## src/logic/mp3_host_params.svh

```systemverilog
// offsets, field positions, command codes and counts for the host command unit
// assumes a 32-bit apb slave in which each register sits in one aligned word
`ifndef MP3_HOST_PARAMS_SVH
`define MP3_HOST_PARAMS_SVH
// register indices as printed, byte address is four times the index
`define IDX_RESULT_LOW   8'h01
`define IDX_RESULT_HIGH  8'h02
`define IDX_INT_SOURCE   8'h51
`define IDX_HOST_CMD     8'h80
`define IDX_PARAM_LOW    8'h81
`define IDX_PARAM_HIGH   8'h82
`define IDX_PARAM_XTRA   8'h83
`define IDX_MODE_STATUS  8'h90
// interrupt source fields
`define SRC_SECT_MSB     6
`define SRC_SECT_LSB     5
`define SRC_CORE_MSB     4
`define SRC_CORE_LSB     2
`define SRC_MEM_MSB      1
`define SRC_MEM_LSB      0
`define SECT_HDR_ERR     2'h1
`define SECT_RANGE       2'h2
`define CORE_FS_ADDR     3'h1
`define CORE_REMAP       3'h2
`define CORE_FREQ        3'h3
`define CORE_LOBUF       3'h5
`define CORE_DONE        3'h6
`define CORE_TIME        3'h7
`define MEM_DUMP_END     2'h1
`define MEM_IBUF_STATE   2'h2
// command codes
`define CMD_TAG          8'h01
`define CMD_FS           8'h02
`define CMD_AUDIO        8'h03
`define CMD_END_INPUT    8'h04
`define CMD_CLK_DONE     8'h05
`define CMD_IBUF_CLR     8'h06
`define CMD_PAUSE        8'h07
`define CMD_REPLAY       8'h08
`define CMD_FFWD         8'h09
`define CMD_FBWD         8'h0A
`define CMD_MUTE         8'h0B
`define CMD_MUTE_OFF     8'h0C
`define CMD_FORM2        8'h0D
`define CMD_SKIP_DIR     8'h0E
`define CMD_VIDEO_OK     8'h0F
`define CMD_TOTAL        8'h10
`define CMD_SET_TIME     8'h11
// counts
`define SECTORS_PER_SEC  20'h0_004B
`define GAIN_MAX         8'hFF
`define SPS_44K1         16'hAC44
`define SPS_48K          16'hBB80
`define SPS_32K          16'h7D00
`define SPS_22K05        16'h5622
`define SPS_24K          16'h5DC0
`define SPS_16K          16'h3E80
`endif

```

## src/logic/mp3_host_pkg.sv

```systemverilog
// types shared by the host command unit
// assumes mp3_host_params.svh holds all numeric constants
package mp3_host_pkg;
  typedef enum logic [1:0] {
    DIV_IDLE = 2'b00,
    DIV_SET  = 2'b01,
    DIV_TOT  = 2'b10
  } div_state_type;

  typedef struct packed {
    logic [7:0]    src;
    logic [15:0]   res;
    logic [7:0]    rdata;
    logic          err;
    logic [7:0]    pl;
    logic [7:0]    ph;
    logic [7:0]    px;
    logic          pause;
    logic          mute;
    logic          form2;
    logic          vidok;
    logic          ffwd;
    logic          fbwd;
    logic          audio;
    logic          hold;
    logic          clkok;
    logic          ibclr;
    logic [2:0]    fcode;
    div_state_type st;
    logic [19:0]   dnum;
    logic [15:0]   dquo;
    logic [15:0]   sec;
    logic [15:0]   smp;
    logic [15:0]   rpt;
    logic [7:0]    gain;
    logic [7:0]    pulses;
  } state_type;
endpackage
```

## src/logic/mp3_host_cmd.sv

```systemverilog
// host command and interrupt unit of the audio decoder
// assumes apb master on sys_clk_i and event inputs synchronous, one-cycle pulses
//
// Function
// - every command register write is a new command
// - code 06 clears the input buffer
// - 09 is fast forward, 0A fast backward
// - buffer clear done raises source 110
// - rewound sector count goes to result bytes
// - periodic 111 interrupt carries elapsed seconds
// - code 11 sets elapsed time from sector
// - code 10 computes total time, source 110
// - one irq line, host reads source register
// - source bit7 zero, three unit fields
// - sector field 01 header, 10 range error
// - core 001 asks next filesystem sector address
// - core codes 010,011,101 remap, freq, left empty
// - memory field 01 dump end, 10 buffer state
// - codes 01,02,03 start tag, filesystem, audio
// - code 04 marks end of input
// - after freq report hold until 05 and empty
// - pause stops reading, mutes, fades out
// - replay clears pause, reads, fades in
// - soft mute reads but discards; 0C cancels
// - reading source register clears the interrupt
//
// The implementer's own choice: register access over APB.
`timescale 1ns/10ps
`include "mp3_host_params.svh"

module mp3_host_cmd
  import mp3_host_pkg::*;
#(
  parameter logic [15:0] REPORT_SAMPLES = 16'h4000
) (
  input  wire logic        sys_clk_i,
  input  wire logic        rst_n_i,
  input  wire logic        psel_i,
  input  wire logic        penable_i,
  input  wire logic        pwrite_i,
  input  wire logic [11:0] paddr_i,
  input  wire logic [31:0] pwdata_i,
  output logic      [31:0] prdata_o,
  output logic             pready_o,
  output logic             pslverr_o,
  input  wire logic        hdr_err_i,
  input  wire logic        addr_range_i,
  input  wire logic        fs_addr_req_i,
  input  wire logic [15:0] fs_addr_i,
  input  wire logic        remap_done_i,
  input  wire logic        freq_evt_i,
  input  wire logic [2:0]  freq_code_i,
  input  wire logic        left_obuf_empty_i,
  input  wire logic        dump_end_i,
  input  wire logic        ibuf_state_i,
  input  wire logic        ibuf_clear_done_i,
  input  wire logic [15:0] rewound_sectors_i,
  input  wire logic        obuf_empty_i,
  input  wire logic        sample_tick_i,
  output logic             host_irq_line_o,
  output logic             start_tag_o,
  output logic             filesystem_decode_cmd_o,
  output logic             audio_decode_cmd_o,
  output logic             end_of_input_o,
  output logic             ibuf_clear_o,
  output logic             skip_directory_subtree_o,
  output logic             second_form_sectors_o,
  output logic             accept_video_extension_o,
  output logic             fast_fwd_o,
  output logic             fast_bwd_o,
  output logic [7:0]       skip_ratio_o,
  output logic [7:0]       fwd_skip_o,
  output logic [7:0]       fwd_decode_o,
  output logic             decode_hold_o,
  output logic             obuf_read_en_o,
  output logic             mute_samples_o,
  output logic [7:0]       audio_gain_o
);

  state_type q;
  state_type d;

  logic        setup;
  logic        access;
  logic        cmd_wr;
  logic        src_rd;
  logic [7:0]  cmd;
  logic [9:0]  widx;
  logic [2:0]  core_code;
  logic [15:0] core_pay;
  logic        core_ev;
  logic        ev_any;
  logic        div_done;
  logic        tick_rpt;
  logic [15:0] sps;

  // ----------------------------------------------------------------
  // apb decode
  // ----------------------------------------------------------------
  assign setup  = psel_i & ~penable_i;
  assign access = psel_i & penable_i;
  assign widx   = paddr_i[11:2];
  assign cmd    = pwdata_i[7:0];
  assign cmd_wr = access & pwrite_i & (paddr_i == {2'b00, `IDX_HOST_CMD, 2'b00});
  assign src_rd = access & ~pwrite_i & (paddr_i == {2'b00, `IDX_INT_SOURCE, 2'b00});

  // zero wait states: read data is captured in the setup cycle
  assign pready_o  = 1'b1;
  assign prdata_o  = {24'h0000_00, q.rdata};
  assign pslverr_o = access & q.err;

  // ----------------------------------------------------------------
  // sample rate from the reported frequency code
  // ----------------------------------------------------------------
  always_comb begin
    case (q.fcode)
      3'h1:    sps = `SPS_48K;
      3'h2:    sps = `SPS_32K;
      3'h4:    sps = `SPS_22K05;
      3'h5:    sps = `SPS_24K;
      3'h6:    sps = `SPS_16K;
      default: sps = `SPS_44K1;
    endcase
  end

  assign div_done = (q.st != DIV_IDLE) && (q.dnum < `SECTORS_PER_SEC);
  assign tick_rpt = q.audio & ~q.pause & ~q.hold & sample_tick_i
                    & (q.rpt == REPORT_SAMPLES - 16'h0001);

  // ----------------------------------------------------------------
  // decode core events, one code at a time, clear and total-time divide completions first, time report last
  // ----------------------------------------------------------------
  always_comb begin
    core_ev   = 1'b1;
    core_code = `CORE_DONE;
    core_pay  = 16'h0000;
    if (q.ibclr & ibuf_clear_done_i) begin
      core_pay = rewound_sectors_i;
    end else if (div_done && q.st == DIV_TOT) begin
      core_pay = q.dquo;
    end else if (freq_evt_i) begin
      core_code = `CORE_FREQ;
      core_pay  = {13'h0000, freq_code_i};
    end else if (fs_addr_req_i) begin
      core_code = `CORE_FS_ADDR;
      core_pay  = fs_addr_i;
    end else if (remap_done_i) begin
      core_code = `CORE_REMAP;
    end else if (left_obuf_empty_i) begin
      core_code = `CORE_LOBUF;
    end else if (tick_rpt) begin
      core_code = `CORE_TIME;
      core_pay  = q.sec;
    end else begin
      core_ev   = 1'b0;
      core_code = 3'h0;
    end
  end

  assign ev_any = core_ev | hdr_err_i | addr_range_i | dump_end_i | ibuf_state_i;

  // ----------------------------------------------------------------
  // next state
  // ----------------------------------------------------------------
  always_comb begin
    d        = q;
    d.pulses = 8'h00;

    // read data and error are prepared in the setup cycle
    if (setup) begin
      d.err   = 1'b0;
      d.rdata = 8'h00;
      if (widx == {2'b00, `IDX_RESULT_LOW}) begin
        d.rdata = q.res[7:0];
      end else if (widx == {2'b00, `IDX_RESULT_HIGH}) begin
        d.rdata = q.res[15:8];
      end else if (widx == {2'b00, `IDX_INT_SOURCE}) begin
        d.rdata = q.src;
      end else if (widx == {2'b00, `IDX_HOST_CMD}) begin
        d.rdata = 8'h00;
      end else if (widx == {2'b00, `IDX_PARAM_LOW}) begin
        d.rdata = q.pl;
      end else if (widx == {2'b00, `IDX_PARAM_HIGH}) begin
        d.rdata = q.ph;
      end else if (widx == {2'b00, `IDX_PARAM_XTRA}) begin
        d.rdata = q.px;
      end else if (widx == {2'b00, `IDX_MODE_STATUS}) begin
        d.rdata = {q.hold, q.fbwd, q.ffwd, q.mute, q.pause, q.vidok, q.form2, q.audio};
      end else begin
        d.err = 1'b1;
      end
    end

    if (access & pwrite_i) begin
      if (widx == {2'b00, `IDX_PARAM_LOW}) begin
        d.pl = pwdata_i[7:0];
      end else if (widx == {2'b00, `IDX_PARAM_HIGH}) begin
        d.ph = pwdata_i[7:0];
      end else if (widx == {2'b00, `IDX_PARAM_XTRA}) begin
        d.px = pwdata_i[7:0];
      end
    end

    // read clears first so that an event in the same cycle survives
    if (src_rd) begin
      d.src = 8'h00;
    end
    if (hdr_err_i) begin
      d.src[`SRC_SECT_MSB:`SRC_SECT_LSB] = `SECT_HDR_ERR;
    end else if (addr_range_i) begin
      d.src[`SRC_SECT_MSB:`SRC_SECT_LSB] = `SECT_RANGE;
    end
    if (core_ev) begin
      d.src[`SRC_CORE_MSB:`SRC_CORE_LSB] = core_code;
      d.res = core_pay;
    end
    if (dump_end_i) begin
      d.src[`SRC_MEM_MSB:`SRC_MEM_LSB] = `MEM_DUMP_END;
    end else if (ibuf_state_i) begin
      d.src[`SRC_MEM_MSB:`SRC_MEM_LSB] = `MEM_IBUF_STATE;
    end
    d.src[7] = 1'b0;
    if (q.ibclr & ibuf_clear_done_i) begin
      d.ibclr = 1'b0;
    end

    // sampling frequency report holds decoding
    if (freq_evt_i) begin
      d.fcode = freq_code_i;
      d.hold  = 1'b1;
      d.clkok = 1'b0;
    end else if (q.hold & q.clkok & obuf_empty_i) begin
      d.hold = 1'b0;
    end

    // sector to seconds by repeated subtraction; slow but tiny
    if (q.st != DIV_IDLE) begin
      if (div_done) begin
        d.st = DIV_IDLE;
        if (q.st == DIV_SET) begin
          d.sec = q.dquo;
          d.smp = 16'h0000;
        end
      end else begin
        d.dnum = q.dnum - `SECTORS_PER_SEC;
        d.dquo = q.dquo + 16'h0001;
      end
    end

    // elapsed seconds and report timer
    if (q.audio & ~q.pause & ~q.hold & sample_tick_i & (q.st != DIV_SET)) begin
      d.rpt = tick_rpt ? 16'h0000 : q.rpt + 16'h0001;
      if (q.smp == sps - 16'h0001) begin
        d.smp = 16'h0000;
        d.sec = q.sec + 16'h0001;
      end else begin
        d.smp = q.smp + 16'h0001;
      end
    end

    // fade ramp, one step per output sample
    if (sample_tick_i) begin
      if (q.pause | q.mute) begin
        if (q.gain != 8'h00) begin
          d.gain = q.gain - 8'h01;
        end
      end else if (q.gain != `GAIN_MAX) begin
        d.gain = q.gain + 8'h01;
      end
    end

    // command interpreter
    if (cmd_wr) begin
      case (cmd)
        `CMD_TAG:       d.pulses[0] = 1'b1;
        `CMD_FS:        d.pulses[1] = 1'b1;
        `CMD_AUDIO: begin
          d.pulses[2] = 1'b1;
          d.audio     = 1'b1;
          d.sec       = 16'h0000;
          d.smp       = 16'h0000;
          d.rpt       = 16'h0000;
        end
        `CMD_END_INPUT: d.pulses[3] = 1'b1;
        `CMD_CLK_DONE:  d.clkok = q.hold;
        `CMD_IBUF_CLR: begin
          d.pulses[4] = 1'b1;
          d.ibclr     = 1'b1;
        end
        `CMD_PAUSE:     d.pause = 1'b1;
        `CMD_REPLAY: begin
          d.pause = 1'b0;
          d.ffwd  = 1'b0;
          d.fbwd  = 1'b0;
        end
        `CMD_FFWD: begin
          d.ffwd = 1'b1;
          d.fbwd = 1'b0;
        end
        `CMD_FBWD: begin
          d.fbwd = 1'b1;
          d.ffwd = 1'b0;
        end
        `CMD_MUTE:      d.mute = 1'b1;
        `CMD_MUTE_OFF:  d.mute = 1'b0;
        `CMD_FORM2:     d.form2 = 1'b1;
        `CMD_SKIP_DIR:  d.pulses[5] = 1'b1;
        `CMD_VIDEO_OK:  d.vidok = 1'b1;
        `CMD_TOTAL: begin
          if (q.st == DIV_IDLE) begin
            d.st   = DIV_TOT;
            d.dnum = {q.px[3:0], q.ph, q.pl};
            d.dquo = 16'h0000;
          end
        end
        `CMD_SET_TIME: begin
          if (q.st == DIV_IDLE) begin
            d.st   = DIV_SET;
            d.dnum = {4'h0, q.ph, q.pl};
            d.dquo = 16'h0000;
          end
        end
        default: d.pulses = 8'h00;
      endcase
    end
  end

  always_ff @(posedge sys_clk_i) begin
    if (!rst_n_i) begin
      q <= '0;
    end else begin
      q <= d;
    end
  end

  // ----------------------------------------------------------------
  // outputs
  // ----------------------------------------------------------------
  assign host_irq_line_o          = |q.src;
  assign start_tag_o              = q.pulses[0];
  assign filesystem_decode_cmd_o  = q.pulses[1];
  assign audio_decode_cmd_o       = q.pulses[2];
  assign end_of_input_o           = q.pulses[3];
  assign ibuf_clear_o             = q.pulses[4];
  assign skip_directory_subtree_o = q.pulses[5];
  assign second_form_sectors_o    = q.form2;
  assign accept_video_extension_o = q.vidok;
  assign fast_fwd_o               = q.ffwd;
  assign fast_bwd_o               = q.fbwd;
  assign skip_ratio_o             = q.pl;
  assign fwd_skip_o               = q.pl;
  assign fwd_decode_o             = q.ph;
  assign decode_hold_o            = q.hold;
  assign obuf_read_en_o           = ~q.pause;
  assign mute_samples_o           = q.pause | q.mute;
  assign audio_gain_o             = q.gain;
endmodule // mp3_host_cmd

```

## config.mk

```make
export PLATFORM = sky130hd
export DESIGN_NAME = mp3_host_cmd
export DESIGN_NICKNAME = d
export VERILOG_FILES = /design/src/logic/mp3_host_pkg.sv /design/src/logic/mp3_host_cmd.sv
export VERILOG_INCLUDE_DIRS = /design/src /design/src/logic
export SDC_FILE = /design/constraint.sdc
export NUM_CORES = 1
export LEC_CHECK = 0
export BUFFER_PORTS_ARGS = -buffer_cell sky130_fd_sc_hd__buf_2
export CAP_MARGIN = 20
export CORE_MARGIN = 8
export CORE_UTILIZATION = 51
export CTS_CLUSTER_SIZE = 40
export DETAILED_ROUTE_END_ITERATION = 12
export GPL_TIMING_DRIVEN = 1
export PLACE_DENSITY = 0.77
export SLEW_MARGIN = 20
export SYNTH_ARGS = -nofsm -noshare
export SYNTH_HDL_FRONTEND = slang
export SYNTH_SLANG_ARGS = --single-unit
```

## constraint.sdc

```tcl
create_clock -name sys_clk_i -period 2.8 [get_ports sys_clk_i]
set_input_delay 0.42 -clock sys_clk_i [delete_from_list [all_inputs] [get_ports sys_clk_i]]
set_output_delay 0.42 -clock sys_clk_i [all_outputs]
set_load 0.005 [all_outputs]
```

==> impl_metrics.tcl <==
set metrics [dict create \
    tritoncts.num_buffers 17 \
    static-leakage-power_nw 4.309 \
    worstHoldPathCells 2 \
    cts_root_buffer "clkbuf_16" \
    yosys_warnings 0 \
    kind_of_launch_point_of_the_worst_setup_path "flip-flop" \
    initialDrtViolationCount 796 \
    timing_max_transition_violations_final 0 \
    fp.coreArea_mm2 0.01858 \
    timing.critical_path.cells "inv_1 -> ha_1 -> buf_4 -> xor2_1 -> and4_1 -> o22ai_1 -> a2111oi_2 -> nand3_2 -> buf_4 -> a211o_1 -> a21oi_1" \
    synth_top_cells_by_area "dfxtp_1 (35%), nand2_1 (5.4%), buf_4 (5.3%), nor2_1 (4.9%), a21oi_1 (3.5%)" \
    tightestPinTransition_ns 0.7189 \
    io_buffer_count 125 \
    edff_count_synth 0 \
    yosysSeqAreaShare_pct 35.27 \
    timing.max_slew.rel_slack_pct 52.08 \
    area_delta_synth_final_pct 13.59 \
    yosys_most_used_dff "dfxtp_1" \
    wirelength_um 28170 \
    mostFrequentLayoutCell "dfxtp_1" \
    drc_viols 0 \
    final_nets 1418 \
    worst_path_max_delay_cell "a2111oi_2" \
    maxCapViolations 0 \
    die_x_um 153.1 \
    floorplan.io_pins 175 \
    period_share_pct 94.62 \
    timing.fmax_ghz 0.3775 \
    floorplan.initialDensity_pct 51.62 \
    cts.sinks 169 \
    worst_skew_pair.late_latency_ns 0.42 \
    first_global_vias 8662 \
    crit_path_end_kind "flip-flop" \
    whs_ns 0.1702 \
    syn_area_per_cell_um2 7.843 \
    post-dp-hpwl_um 20830 \
    setup-tns-final_ns 0 \
    route.vias.total 9303 \
    gr-total-overflow 0 \
    fill_cells 1754 \
    outcome "finished, final reports clean" \
    antenna_found_initial 2 \
    period_minus_slack_ns 2.649 \
    r2r_cells 11 \
    route.detailed.vias_per_inst 5.983 \
    floorplan.die.height_um 153.1 \
    place_congestion 0.9105 \
    wire_per_inst_um 18.11 \
    placementRows 50 \
    post-route-worst-setup-slack_ns 0.1507 \
    grt.total_usage_pct 23.37 \
    final-hold-violation-count 0 \
    cp_slowest_stage_delay_ns 0.43 \
    grt_pass1_wl_um 45270 \
    final_antenna_net_count 0 \
    overall_die_area_mm2 0.02345 \
    synth_top_cell_area_share_pct 35.27 \
    finalNonFillerCells 1555 \
    vdd_ir_drop_max_v 0.0003989 \
    clock_tree_from_tritoncts "done" \
    synth.distinct_cells 79 \
    pre_cts_ws_ns -0.07017 \
    cts.clk_slew.worst_paths_ns 0.07 \
    drt-pass1-iter-count 8 \
    placed_cells_incl_taps 1521 \
    setup_violations 0 \
    cts_htree_levels 4 \
    critical_path_peak_fanout 9 \
    clock_skew_ns 0.01242 \
    ys_seq_elements 169 \
    worstHoldPathType "in -> reg" \
    postSynth.asyncResetShare_pct 0 \
    pin_count_of_the_biggest_net_entering_global_routing 48 \
    cts_max_path_buffers 2 \
    crit_type "reg -> reg" \
    most-common-layout-cells "dfxtp_1 (168), nand2_1 (139), nor2_1 (125), buf_2 (125), a21oi_1 (68)" \
    arrival_ns 2.99 \
    final_layout_size_suffix_gt1_share_pct 17.50 \
    power-per-cell-area_mw_per_mm2 486.7 \
    syn-instance-count 1223 \
    post_synth_instance_area_mm2 0.009592 \
    critical_path_required_ns 3.14 \
    largest_area_contributor_in_the_netlist "dfxtp_1" \
    cp_common_cell "buf_4" \
]
area by class of cell:
type	count	area, µm²	area share [%]
multi-input combinational	920	5482	50.31
inverter	23	86.33	0.7924
antenna	1	2.502	0.02297
timing repair buffer	176	1050	9.635
tap	234	292.8	2.687
clock buffer	21	450.4	4.134
sequential	169	3385	31.06
clock inverter	11	147.6	1.355
worst paths after layout:
path	from	slack [ns]	end
setup reg to reg	q[103]$_SDFFE_PN0P_	0.15	q[52]$_SDFF_PN0_
hold reg to reg	q[120]$_SDFFE_PN0P_	0.46	q[120]$_SDFFE_PN0P_
hold / removal	hdr_err_i	0.17	q[170]$_SDFFE_PP0P_
setup / recovery	q[103]$_SDFFE_PN0P_	0.15	q[52]$_SDFF_PN0_
registers in the layout, indices dropped and copies added, names as in the netlist, 8 cells and up:
signal / cells
q: 126
audio_gain_o: 8
fwd_decode_o: 8
fwd_skip_o: 8
prdata_o: 8
per-layer routing:
| layer | up-vias | wire length (µm) | track usage, % |
|---|---|---|---|
| met5 | - | 10 | 0 |
| met4 | 2 | 873 | 8.954 |
| met3 | 66 | 2322 | 6.343 |
| met2 | 411 | 13050 | 38.14 |
| met1 | 4348 | 11910 | 28.88 |
| li1 | 4476 | - | - |
through the flow:
step	cell area, µm²	util, %	total power [mW]
after detailed placement	10240	55.12	2.954
final	10900	58.64	5.302
after CTS	10860	58.43	5.325
after global placement	10240	55.12	2.946
after floorplan	9684	-	2.808
after global routing	10900	58.64	5.481
power by group:
group	switching [mW]	internal [mW]
Combinational	0.244	0.171
Sequential	0.0524	2.45
Clock	0.959	1.43
Yosys cell counts, types with 5 or more instances:
library cell,count
a211oi_1,10
buf_2,6
a221oi_1,7
nor2_1,125
nand2_1,139
a31oi_1,36
a22o_1,13
a22oi_1,25
a21oi_1,68
nor4_1,14
nand2b_1,17
nor3_1,34
clkbuf_1,56
a21o_1,13
nand3b_1,5
dfxtp_1,169
a222oi_1,7
mux2i_1,13
o21ai_0,48
ha_1,15
buf_4,68
or3_1,26
and3_1,25
or4_1,6
nor2b_1,9
nand4_1,20
xor2_1,28
inv_1,23
xnor2_1,33
o21bai_1,7
and4_1,5
and2_1,8
nand3_1,64
logic make-up after synthesis:
group | share of synthesized area (%)
flip-flops | 35.27
adder cells (fa/ha/maj) | 2.165
buffers and inverters | 8.962
AO/OA/AOI/OAI | 19.29
XOR/XNOR | 5.570
multiplexers | 1.357
AND/OR/NAND/NOR | 27.30
other | 0.07830
repair_timing:
action                                  in CTS  in global routing
pin swaps                                    0                  2
endpoints found under the setup margin      16                 28
hold buffers                                 0                  0
buffers inserted                             1                  0
resized for setup                            2                  9
critical path: cells and delay by family (launching register included):
family / cells / cell delay [ns]
adders and majority gates: 1 / 0.21
DFF: 1 / 0.37
xor gates and xnor gates: 1 / 0.17
buffers and inverters: 3 / 0.51
AOI/OAI and AO/OA: 4 / 0.86
and+or+nand+nor: 2 / 0.45
Power figures use the tool's default switching activity.
